**src/verilog/phmp_pkg.sv**
```systemverilog
// Constants for the parallel host message port
package phmp_pkg;
  // Register selects on the two address lines
  localparam logic [1:0] ADDR_MESSAGE = 2'h0;
  localparam logic [1:0] ADDR_CONTROL = 2'h1;
  localparam logic [1:0] ADDR_AUDIO_FIRST = 2'h2;
  localparam logic [1:0] ADDR_AUDIO_SECOND = 2'h3;
  // Control register field positions
  localparam int BIT_OUT_READY = 1;
  localparam int BIT_IN_BUSY = 2;
  localparam int BIT_BYTE_SEL_LO = 3;
  localparam int BIT_BYTE_SEL_HI = 4;
  localparam logic [1:0] BYTE_SEL_RESET = 2'h3;
  // Message lengths in bytes
  localparam logic [2:0] BOOT_CMD_LEN = 3'h3;
  localparam logic [2:0] BOOT_RESP_LEN = 3'h1;
  localparam logic [2:0] RUN_RESP_LEN = 3'h6;
  // Message word of the post-processor port
  localparam int WORD_BYTES = 4;
  localparam logic [1:0] LAST_BYTE_POS = 2'h3;
  // Outbound response buffer
  localparam int RESP_FIFO_WIDTH = 8;
  localparam int RESP_FIFO_DEPTH = 8;
  // Host settle time after a full response, in microseconds
  localparam int HOST_RECHECK_US = 100;
  localparam int CLK_MHZ = 20;
  localparam int HOST_RECHECK_CYCLES = HOST_RECHECK_US * CLK_MHZ;
endpackage

```
**src/verilog/phmp_fifo.sv**
```systemverilog
// Synchronous FIFO with valid and ready on both sides
module phmp_fifo #(
  parameter int WIDTH = 8,
  parameter int DEPTH = 8
) (
  // Clock and reset
  input wire logic clk,
  input wire logic rst,
  // Fill side
  input wire logic in_valid,
  input wire logic [WIDTH-1:0] in_data,
  output logic in_ready,
  // Drain side
  output logic out_valid,
  output logic [WIDTH-1:0] out_data,
  input wire logic out_ready
);
  localparam int AW = $clog2(DEPTH);
  logic [WIDTH-1:0] mem [DEPTH];
  logic [AW-1:0] wr_ptr;
  logic [AW-1:0] rd_ptr;
  logic [AW:0] count;
  wire push = in_valid & in_ready;
  wire pop = out_valid & out_ready;
  wire [AW:0] next_count = count + {{AW{1'b0}}, push} - {{AW{1'b0}}, pop};

  assign out_valid = (count != '0);
  assign out_data = mem[rd_ptr];

  always_ff @(posedge clk) begin
    if (push) begin
      mem[wr_ptr] <= in_data;
    end
  end

  always_ff @(posedge clk or posedge rst) begin
    if (rst) begin
      wr_ptr <= '0;
      rd_ptr <= '0;
      count <= '0;
      in_ready <= 1'b0;
    end else begin
      wr_ptr <= push ? AW'(wr_ptr + 1'b1) : wr_ptr;
      rd_ptr <= pop ? AW'(rd_ptr + 1'b1) : rd_ptr;
      count <= next_count;
      in_ready <= (next_count != (AW+1)'(DEPTH));
    end
  end
endmodule

```
**src/verilog/phmp_port.sv**
```systemverilog
// Parallel host message port: decoder core port and post-processor core port
//
// Overview of operation
// - Decoder holds busy until byte consumed
// - Boot: three bytes in, one reply
// - Run-time replies are six bytes
// - Output ready only with valid byte
// - Byte path moves whole 32-bit word
// - Message register used as whole words
// - Busy sets after four bytes, clears on take
// - Ready sets on load; irq is inverse
// - Busy at bit 2, mirrored on pin
// - Word bytes move top to bottom
// - Audio registers are write-only
// - Address 00/01/10/11 select four registers
module phmp_port (
  // Clock and reset
  input wire logic clk,
  input wire logic rst,
  // Decoder core port host pins
  input wire logic dec_cs_n,
  input wire logic dec_wr_n,
  input wire logic dec_rd_n,
  input wire logic [1:0] decoder_reg_select,
  input wire logic [7:0] dec_data_in,
  output logic [7:0] dec_data_out,
  output logic dec_data_oe,
  output logic decoder_irq_n,
  // Decoder processor side
  input wire logic dec_boot,
  output logic dec_cmd_valid,
  output logic [7:0] dec_cmd_data,
  input wire logic dec_cmd_take,
  output logic dec_handshake_done,
  input wire logic dec_resp_valid,
  input wire logic [7:0] dec_resp_data,
  output logic dec_resp_ready,
  output logic dec_msg_read,
  output logic pcm_input_valid,
  output logic [7:0] pcm_input_reg,
  output logic compressed_input_valid,
  output logic [7:0] compressed_input_reg,
  // Post-processor core port host pins
  input wire logic pp_cs_n,
  input wire logic pp_wr_n,
  input wire logic pp_rd_n,
  input wire logic [1:0] pp_addr,
  input wire logic [7:0] pp_data_in,
  output logic [7:0] pp_data_out,
  output logic pp_data_oe,
  output logic pp_busy_pin,
  output logic postproc_irq_n,
  // Post-processor side
  output logic pp_in_valid,
  output logic [31:0] pp_in_word,
  input wire logic pp_in_take,
  input wire logic pp_out_load,
  input wire logic [31:0] pp_out_word,
  output logic audio_input_valid,
  output logic audio_input_sel,
  output logic [7:0] audio_input_data
);
  // Synchroniser of one host pin group: {cs_n, wr_n, rd_n, addr, data}
  localparam int PW = 13;
  logic [PW-1:0] meta [2];
  logic [PW-1:0] sync [2];
  logic [PW-1:0] prev [2];
  wire [PW-1:0] raw [2];
  assign raw[0] = {dec_cs_n, dec_wr_n, dec_rd_n, decoder_reg_select, dec_data_in};
  assign raw[1] = {pp_cs_n, pp_wr_n, pp_rd_n, pp_addr, pp_data_in};

  wire wr_end [2];
  wire rd_end [2];
  wire rd_act [2];
  wire cs_end [2];
  wire [1:0] h_addr [2];
  wire [7:0] h_data [2];

  genvar g;
  generate
    for (g = 0; g < 2; g++) begin : g_sync
      always_ff @(posedge clk or posedge rst) begin
        if (rst) begin
          meta[g] <= {3'h7, 10'h000};
          sync[g] <= {3'h7, 10'h000};
          prev[g] <= {3'h7, 10'h000};
        end else begin
          meta[g] <= raw[g];
          sync[g] <= meta[g];
          prev[g] <= sync[g];
        end
      end
      // Strobe ends taken from the synchronised pins, data from before the edge
      assign wr_end[g] = ~prev[g][11] & sync[g][11] & ~prev[g][12];
      assign rd_end[g] = ~prev[g][10] & sync[g][10] & ~prev[g][12];
      assign rd_act[g] = ~sync[g][10] & ~sync[g][12];
      assign cs_end[g] = ~prev[g][12] & sync[g][12];
      assign h_addr[g] = prev[g][9:8];
      assign h_data[g] = prev[g][7:0];
    end
  endgenerate

  // Register select decode
  function automatic logic hit(input logic [1:0] a, input logic [1:0] code);
    hit = (a == code);
  endfunction

  // Decoder core port ------------------------------------------------------
  logic dec_in_busy;
  logic dec_out_ready;
  logic [7:0] dec_out_byte;
  logic [2:0] dec_boot_cnt;
  logic [2:0] dec_resp_cnt;
  wire fifo_valid;
  wire [7:0] fifo_data;
  // refill only an empty message register
  wire fifo_pop = fifo_valid & ~dec_out_ready;
  wire dec_wr_msg = wr_end[0] & hit(h_addr[0], phmp_pkg::ADDR_MESSAGE);
  wire dec_wr_pcm = wr_end[0] & hit(h_addr[0], phmp_pkg::ADDR_AUDIO_FIRST);
  wire dec_wr_cmp = wr_end[0] & hit(h_addr[0], phmp_pkg::ADDR_AUDIO_SECOND);
  wire dec_rd_msg = rd_end[0] & hit(h_addr[0], phmp_pkg::ADDR_MESSAGE);
  wire dec_cmd_accept = dec_wr_msg & ~dec_in_busy;
  // only a held byte counts as read
  wire dec_byte_read = dec_rd_msg & dec_out_ready;
  wire [2:0] dec_resp_len = dec_boot ? phmp_pkg::BOOT_RESP_LEN : phmp_pkg::RUN_RESP_LEN;
  wire dec_resp_last = (dec_resp_cnt == dec_resp_len - 3'h1);
  wire dec_boot_last = (dec_boot_cnt == phmp_pkg::BOOT_CMD_LEN - 3'h1);
  wire [7:0] dec_ctrl_val = {5'h00, dec_in_busy, dec_out_ready, 1'b0};
  // only message and control read back
  wire [7:0] dec_rd_val = hit(h_addr[0], phmp_pkg::ADDR_CONTROL) ? dec_ctrl_val :
                          hit(h_addr[0], phmp_pkg::ADDR_MESSAGE) ? dec_out_byte : 8'h00;

  phmp_fifo #(
    .WIDTH(phmp_pkg::RESP_FIFO_WIDTH),
    .DEPTH(phmp_pkg::RESP_FIFO_DEPTH)
  ) u_resp_fifo (
    .clk(clk),
    .rst(rst),
    .in_valid(dec_resp_valid),
    .in_data(dec_resp_data),
    .in_ready(dec_resp_ready),
    .out_valid(fifo_valid),
    .out_data(fifo_data),
    .out_ready(~dec_out_ready)
  );

  always_ff @(posedge clk or posedge rst) begin
    if (rst) begin
      dec_in_busy <= 1'b0;
      dec_cmd_valid <= 1'b0;
      dec_cmd_data <= 8'h00;
      dec_out_ready <= 1'b0;
      dec_out_byte <= 8'h00;
    end else begin
      // busy until consumed; a new byte wins over the take
      if (dec_cmd_accept) begin
        dec_in_busy <= 1'b1;
        dec_cmd_valid <= 1'b1;
        dec_cmd_data <= h_data[0];
      end else if (dec_cmd_take) begin
        dec_in_busy <= 1'b0;
        dec_cmd_valid <= 1'b0;
      end
      // ready set on load, cleared by the host read
      if (fifo_pop) begin
        dec_out_ready <= 1'b1;
        dec_out_byte <= fifo_data;
      end else if (dec_byte_read) begin
        dec_out_ready <= 1'b0;
      end
    end
  end

  always_ff @(posedge clk or posedge rst) begin
    if (rst) begin
      dec_boot_cnt <= 3'h0;
      dec_handshake_done <= 1'b0;
      dec_resp_cnt <= 3'h0;
      dec_msg_read <= 1'b0;
    end else begin
      if (!dec_boot) begin
        dec_boot_cnt <= 3'h0;
      end else if (dec_cmd_accept) begin
        dec_boot_cnt <= dec_boot_last ? 3'h0 : dec_boot_cnt + 3'h1;
      end
      dec_handshake_done <= dec_boot & dec_cmd_accept & dec_boot_last;
      if (dec_byte_read) begin
        dec_resp_cnt <= dec_resp_last ? 3'h0 : dec_resp_cnt + 3'h1;
      end
      dec_msg_read <= dec_byte_read & dec_resp_last;
    end
  end

  always_ff @(posedge clk or posedge rst) begin
    if (rst) begin
      dec_data_out <= 8'h00;
      dec_data_oe <= 1'b0;
      decoder_irq_n <= 1'b1;
      pcm_input_valid <= 1'b0;
      pcm_input_reg <= 8'h00;
      compressed_input_valid <= 1'b0;
      compressed_input_reg <= 8'h00;
    end else begin
      dec_data_out <= dec_rd_val;
      dec_data_oe <= rd_act[0];
      // interrupt low while a byte waits
      decoder_irq_n <= ~dec_out_ready;
      pcm_input_valid <= dec_wr_pcm;
      compressed_input_valid <= dec_wr_cmp;
      if (dec_wr_pcm) begin
        pcm_input_reg <= h_data[0];
      end
      if (dec_wr_cmp) begin
        compressed_input_reg <= h_data[0];
      end
    end
  end

  // Post-processor core port -----------------------------------------------
  logic pp_busy;
  logic pp_ready;
  logic [1:0] pp_wpos;
  logic [1:0] pp_rpos;
  logic [23:0] pp_shift;
  logic [31:0] pp_out_hold;
  logic [1:0] byte_sel;
  wire pp_wr_msg = wr_end[1] & hit(h_addr[1], phmp_pkg::ADDR_MESSAGE);
  wire pp_wr_ctl = wr_end[1] & hit(h_addr[1], phmp_pkg::ADDR_CONTROL);
  wire pp_wr_a1 = wr_end[1] & hit(h_addr[1], phmp_pkg::ADDR_AUDIO_FIRST);
  wire pp_wr_a2 = wr_end[1] & hit(h_addr[1], phmp_pkg::ADDR_AUDIO_SECOND);
  wire pp_rd_msg = rd_end[1] & hit(h_addr[1], phmp_pkg::ADDR_MESSAGE);
  wire pp_word_done = pp_wr_msg & (pp_wpos == phmp_pkg::LAST_BYTE_POS);
  // only a whole word is handed on
  wire pp_word_take = pp_word_done & ~pp_busy;
  // last byte read empties the register
  wire pp_word_read = pp_rd_msg & (pp_rpos == phmp_pkg::LAST_BYTE_POS);
  // byte out by position, top first
  wire [7:0] pp_msg_byte = pp_out_hold[8*(3-pp_rpos) +: 8];
  // busy at bit 2; reserved zero
  wire [7:0] pp_ctrl_val = {3'h0, byte_sel, pp_busy, pp_ready, 1'b0};
  wire [7:0] pp_rd_val = hit(h_addr[1], phmp_pkg::ADDR_CONTROL) ? pp_ctrl_val :
                         hit(h_addr[1], phmp_pkg::ADDR_MESSAGE) ? pp_msg_byte : 8'h00;

  always_ff @(posedge clk or posedge rst) begin
    if (rst) begin
      pp_wpos <= 2'h0;
      pp_rpos <= 2'h0;
      pp_shift <= 24'h000000;
    end else begin
      // position restarts when chip select ends
      if (cs_end[1]) begin
        pp_wpos <= 2'h0;
        pp_rpos <= 2'h0;
      end else begin
        // one byte per strobe into the word
        if (pp_wr_msg) begin
          pp_wpos <= pp_wpos + 2'h1;
          pp_shift <= {pp_shift[15:0], h_data[1]};
        end
        if (pp_rd_msg) begin
          pp_rpos <= pp_rpos + 2'h1;
        end
      end
    end
  end

  always_ff @(posedge clk or posedge rst) begin
    if (rst) begin
      pp_busy <= 1'b0;
      pp_in_word <= 32'h00000000;
      pp_ready <= 1'b0;
      pp_out_hold <= 32'h00000000;
      byte_sel <= phmp_pkg::BYTE_SEL_RESET;
    end else begin
      // busy on full word, cleared on take; set wins
      if (pp_word_take) begin
        pp_busy <= 1'b1;
        pp_in_word <= {pp_shift, h_data[1]};
      end else if (pp_in_take) begin
        pp_busy <= 1'b0;
      end
      // ready on load, cleared by host read; set wins
      if (pp_out_load) begin
        pp_ready <= 1'b1;
        pp_out_hold <= pp_out_word;
      end else if (pp_word_read) begin
        pp_ready <= 1'b0;
      end
      // control write keeps only the select field
      if (pp_wr_ctl) begin
        byte_sel <= h_data[1][phmp_pkg::BIT_BYTE_SEL_HI:phmp_pkg::BIT_BYTE_SEL_LO];
      end
    end
  end

  always_ff @(posedge clk or posedge rst) begin
    if (rst) begin
      pp_data_out <= 8'h00;
      pp_data_oe <= 1'b0;
      pp_busy_pin <= 1'b0;
      postproc_irq_n <= 1'b1;
      pp_in_valid <= 1'b0;
      audio_input_valid <= 1'b0;
      audio_input_sel <= 1'b0;
      audio_input_data <= 8'h00;
    end else begin
      pp_data_out <= pp_rd_val;
      pp_data_oe <= rd_act[1];
      pp_busy_pin <= pp_busy;
      postproc_irq_n <= ~pp_ready;
      pp_in_valid <= pp_busy;
      audio_input_valid <= pp_wr_a1 | pp_wr_a2;
      if (pp_wr_a1 | pp_wr_a2) begin
        audio_input_sel <= pp_wr_a2;
        audio_input_data <= h_data[1];
      end
    end
  end
endmodule

```
**config.mk**
```make
export PLATFORM = sky130hd
export DESIGN_NAME = phmp_port
export DESIGN_NICKNAME = d
export VERILOG_FILES = /design/src/verilog/phmp_pkg.sv /design/src/verilog/phmp_fifo.sv /design/src/verilog/phmp_port.sv
export SDC_FILE = /design/constraint.sdc
export NUM_CORES = 1
export LEC_CHECK = 0
export CAP_MARGIN = 25
export CORE_MARGIN = 1.5
export CORE_UTILIZATION = 56
export DETAILED_ROUTE_END_ITERATION = 8
export DONT_BUFFER_PORTS = 1
export GPL_TIMING_DRIVEN = 1
export PLACE_DENSITY_LB_ADDON = 0.05
export SYNTH_ARGS = -nofsm -noshare
export SYNTH_HDL_FRONTEND = slang
export SYNTH_SLANG_ARGS = --single-unit
```
**constraint.sdc**
```tcl
create_clock -name clk -period 20.2 [get_ports clk]
set_input_delay 3.03 -clock clk [delete_from_list [all_inputs] [get_ports clk]]
set_output_delay 3.03 -clock clk [all_outputs]
set_load 0.02 [all_outputs]
```
Word level (Yosys, flattened, before mapping):

Memories as Yosys holds them, arrays and structs flattened. A register that Yosys moved wholly into a read port is not among the register bits.
Index checks and enable logic that the tools add are counted.

* add/subtract/negate cells: 10
* eq/ne operators: 12
* shift operators: 1
* mux-type cells: 23
* bitwise logic cells: 46
* reduce and logical (&&, ||, !) cells: 10

Operator list (count)
* 32-bit by 33-bit variable part select with 8-bit output: 1
* 8-bit two-way mux: 4
* 1-bit AND: 30
* 3-bit two-way mux: 5
* 1-bit NOT: 15
* 3-bit by 1-bit adder with 3-bit output, second input constant: 4
* 2-bit == test, second input constant: 6
* 2-bit nonzero test: 6
* 1-bit two-way mux: 10
* 2-bit two-way mux: 4
* 2-bit by 1-bit adder with 2-bit output, second input constant: 2
* 4-bit by 1-bit adder with 4-bit output: 1
* 2-bit by 1-bit == test with 1-bit output, second input constant: 2
* 2-bit zero test: 2
* 4-bit != test, second input constant: 1
* 4-bit nonzero test: 1
* 4-bit by 1-bit subtractor with 4-bit output: 1
* 3-bit by 2-bit == test with 1-bit output, second input constant: 1
* 3-bit == test: 1
* 2-bit by 2-bit subtractor with 3-bit output, first input constant: 1
* 3-bit by 1-bit subtractor with 3-bit output, second input constant: 1
* 2-bit by 1-bit != test with 1-bit output, second input constant: 1
* 2-bit AND reduction: 1
* 1-bit OR: 1

* register bits: 252
* bits in writable memories: 64
* output and inout bits: 94
* memories kept: 1

Memories
* u_resp_fifo.mem: depth 8, width 8, read ports 1, clocked after memory_dff 1, wr ports 1, RTL line phmp_fifo.sv:19 `logic [WIDTH-1:0] mem [DEPTH];`

Logic depth before layout (Yosys ltp):

* depth in word-level cells: 7
* gate-level depth with buffers: 11
* depth with buffers taken out: 10

Cells and area by module:

Synthesis repeated with hierarchy kept, for this count alone.

* cells, all modules: 658
* area total of the unflattened synthesis: 11805.1 um^2

Modules (own cells, without submodules)
* phmp_port: times used 1, cells an instance 507, area each 8714.6 um^2, sequential area each 6258.5 um^2
* phmp_fifo: times used 1, cells an instance 151, area each 3090.5 um^2, sequential area each 2197.1 um^2

Least setup slack after synthesis:

Ideal clock, no wire load.

* path type: input port to flip-flop
* start: in dec_resp_valid
* end: reg u_resp_fifo.in_ready
* library setup time: 0.138 ns
* data arrival time: 4.398 ns
* setup slack: 15.664 ns
* stages: 7
* path buffers: 0
* cells stage by stage: nand2_1 inv_1 ha_1 inv_1 fa_1 inv_1 or4b_1

* longest elaborated chain between the ends: 4

Ends and longest elaborated chain
* start, declared: RTL line phmp_port.sv:35 `input wire logic dec_resp_valid,`
* 1-bit AND: RTL line phmp_fifo.sv:23 `wire push = in_valid & in_ready;`
* via u_resp_fifo.push: RTL line phmp_fifo.sv:23
* 4-bit by 1-bit adder with 4-bit output: RTL line phmp_fifo.sv:25 `wire [AW:0] next_count = count + {{AW{1'b0}}, push} - {{AW{1'b0}}, pop};`
* 4-bit by 1-bit subtractor with 4-bit output: RTL line phmp_fifo.sv:25
* via u_resp_fifo.next_count[1]: RTL line phmp_fifo.sv:25
* 4-bit != test: RTL line phmp_fifo.sv:46 `in_ready <= (next_count != (AW+1)'(DEPTH));`
* end signal, assigned: RTL line phmp_fifo.sv:46
* end, declared: RTL line phmp_fifo.sv:12 `output logic in_ready,`

The timed path passes the listed nets, and every way through them passes these cells.
A chain may end at the register's enable or synchronous reset.

==> impl_metrics.py <==
metrics = {
    "status": {
        "status": "finished clean",
    },
    "routing": {
        "drtIter0Drc": 234,
        "vias_per_cell": 5.51,
        "wire_per_inst_microns": 20.9,
        "drc": 0,
        "drt-pass1-iter-count": 4,
        "final_antenna_net_count": 0,
        "drt-total-wl_microns": 21400,
        "vias": 5639,
    },
    "job": {
        "cap_violations": 0,
    },
    "floorplanning": {
        "die_h_microns": 148,
        "start_util_pct": 57.6,
        "coreArea_sq_um": 20500,
        "io_pins": 167,
        "placementRows": 52,
        "die_width_microns": 148,
        "die_area_sq_um": 22000,
    },
    "timing": {
        "max_freq_ghz": 0.215,
        "max_slew_margin_pct": 37.9,
        "rsz0062_at_grt": "no",
        "hold_viol_final": 0,
        "fin_skew_ps": 16.6,
        "min_period_ps": 4650,
        "finalSetupViolCount": 0,
        "maxSlewViolCount": 0,
        "tightest_slew_ps": 931,
        "setup_ws_ps": 15550,
        "fin_crit_sh_pct": 23.0,
        "setup_tns_ps": 0,
    },
    "clock_tree": {
        "cts_tree": "done",
        "cts_root_buffer": "clkbuf_16",
        "cts_resized": 0,
        "cts_buffers": 34,
        "clock_latency_ps": 500,
        "numClockSinks": 324,
        "clkSlewWorstSetupHoldPaths_ps": 60,
        "htreeDepth": 2,
        "hold_buffers": 0,
        "cts_buffer_depth": 3,
        "cts_setup_buffers": 0,
    },
    "setup_path": {
        "crit_end": "pp_in_word[20]",
        "crit_fanout": 138,
        "worstPathRequired_ps": 20740,
        "path_class": "input pin to asynchronous set/reset pin",
        "reg2reg_depth": 10,
        "crit_start": "rst",
        "r2r-end": "u_resp_fifo.in_ready",
        "arrival_ps": 5190,
        "worstSetupEndpointType": "asynchronous set/reset pin",
        "regToRegStartpoint": "u_resp_fifo.count[2]",
        "r2r_slack_ps": 16980,
        "startpoint_type": "input pin",
    },
    "synthesis": {
        "ys_types": 46,
        "syn_area_sq_um": 11800,
        "ys_ff_latch": 324,
        "yosysWarnings": 0,
        "syn-num-nets": 789,
        "synth_flop_cell": "dfrtp_1",
        "synth_edf_count": 64,
        "synth_seq_area_share_pct": 71.6,
        "async_reset_ff_share_pct": 80.2,
        "netlist_instances": 705,
        "synth.avg_cell_area_sq_um": 16.8,
    },
    "grt": {
        "grt_max_degree": 139,
        "grt_pass1_vias": 6122,
        "grt_remaining_overflow": 0,
        "antenna_found_initial": 11,
        "grt_pass1_wl_microns": 34100,
        "track_usage_pct": 20.4,
    },
    "power": {
        "p_leak_nw": 5.83,
        "vdd_drop_max_uv": 68.8,
        "p_per_area_nw_per_um2": 124,
    },
    "place": {
        "gp_congestion": 0.805,
        "post-place-ws_ps": 14880,
        "portBuffers": 0,
        "dp.final_hpwl_microns": 14200,
    },
    "cells_and_area": {
        "layout.nets": 804,
        "nFillCells": 1461,
        "largest_reg_flops": 64,
        "largestRegisters": "u_resp_fifo.mem x64, pp_in_word x32, pp_out_hold x32",
        "area_growth_pct": 11.8,
        "drive_gt1_share_pct": 29.9,
        "multi_input_comb_area_sq_um": 3110,
        "final_cell_mix": "dfrtp_1, mux2_2, edfxtp_1, mux2i_1, clkbuf_16",
        "layout_commonest_cell": "dfrtp_1",
        "largest-register": "u_resp_fifo.mem",
        "regArea_sq_um": 8460,
    },
    "hold_path": {
        "worstHoldPathType": "flip-flop to flip-flop",
    },
}
worst max-delay path: stages:
cell,delay (ps)
inv_8,590
buf_4,720
buf_4,740
cell type report:
class / instances / share of cell area, %
clock inverter: 16 / 0.985
inverter: 25 / 0.767
sequential: 324 / 64.0
tap: 270 / 2.56
timing repair buffer: 5 / 0.284
antenna: 8 / 0.152
clock buffer: 46 / 7.74
multi-input combinational: 330 / 23.5
kinds of logic after synthesis:
family / share of synthesized area [%]
compound gates: 2.32
mux: 17.7
simple gates: 4.38
flops: 71.6
buf+inv: 2.16
fa+ha+maj: 1.23
xor+xnor: 0.593
layer usage:
layer	up-vias	routed length, microns	global-route usage (%)
met3	32	1980	8.04
met1	2893	8670	26.0
met2	178	10300	32.6
met5	-	7	0
li1	2534	-	-
met4	2	399	6.09
cell usage after synthesis (all sizes together) (3+ instances only):
library cell	n	area share, %
nor2	29	0.98
a21oi	3	0.13
xnor2	5	0.37
mux4	8	1.5
a21o	3	0.19
nand3	10	0.42
edfxtp	64	16
mux2	125	13
clkbuf	7	0.22
mux2i	40	3.4
buf	19	1.1
dfstp	22	4.9
dfrtp	238	50
nor2b	5	0.26
o21ai	14	0.59
a22oi	17	1.1
xor2	3	0.22
nand2b	4	0.21
nor3	12	0.51
ha	10	1.1
nand2	17	0.56
inv	25	0.79
and2	8	0.42
per-stage QoR:
stage	hold slack, ps	std cells	area [sq um]	power [mW]	utilization (%)
3_3_place_gp	332	952	12000	1.02	58.7
4_1_cts	346	1014	13200	1.66	64.3
3_5_place_dp	335	952	12000	1.03	58.7
2_1_floorplan	331	705	11800	0.980	-
5_1_grt	351	1020	13200	1.72	64.4
6_report	345	1024	13200	1.64	64.5
power by group:
| part | internal, mW | leakage [nW] | switching [mW] |
|---|---|---|---|
| combinational | 0.0903 | 1.48 | 0.105 |
| clock | 0.381 | 0.565 | 0.240 |
| sequential | 0.750 | 3.78 | 0.0770 |
| total | 1.22 | 5.83 | 0.422 |
worst min path at each step:
stage,start,endpoint,slack (ps),cells past startpoint
2_1_floorplan,sync[8],h_addr[0],330,0
3_3_place_gp,sync[21],h_addr[2],330,0
3_5_place_dp,sync[2],h_data[2],330,0
4_1_cts,meta[5],sync[5],350,0
5_1_grt,meta[5],sync[5],350,0
6_report,meta[5],sync[5],350,0
Power figures use the tool's default switching activity.
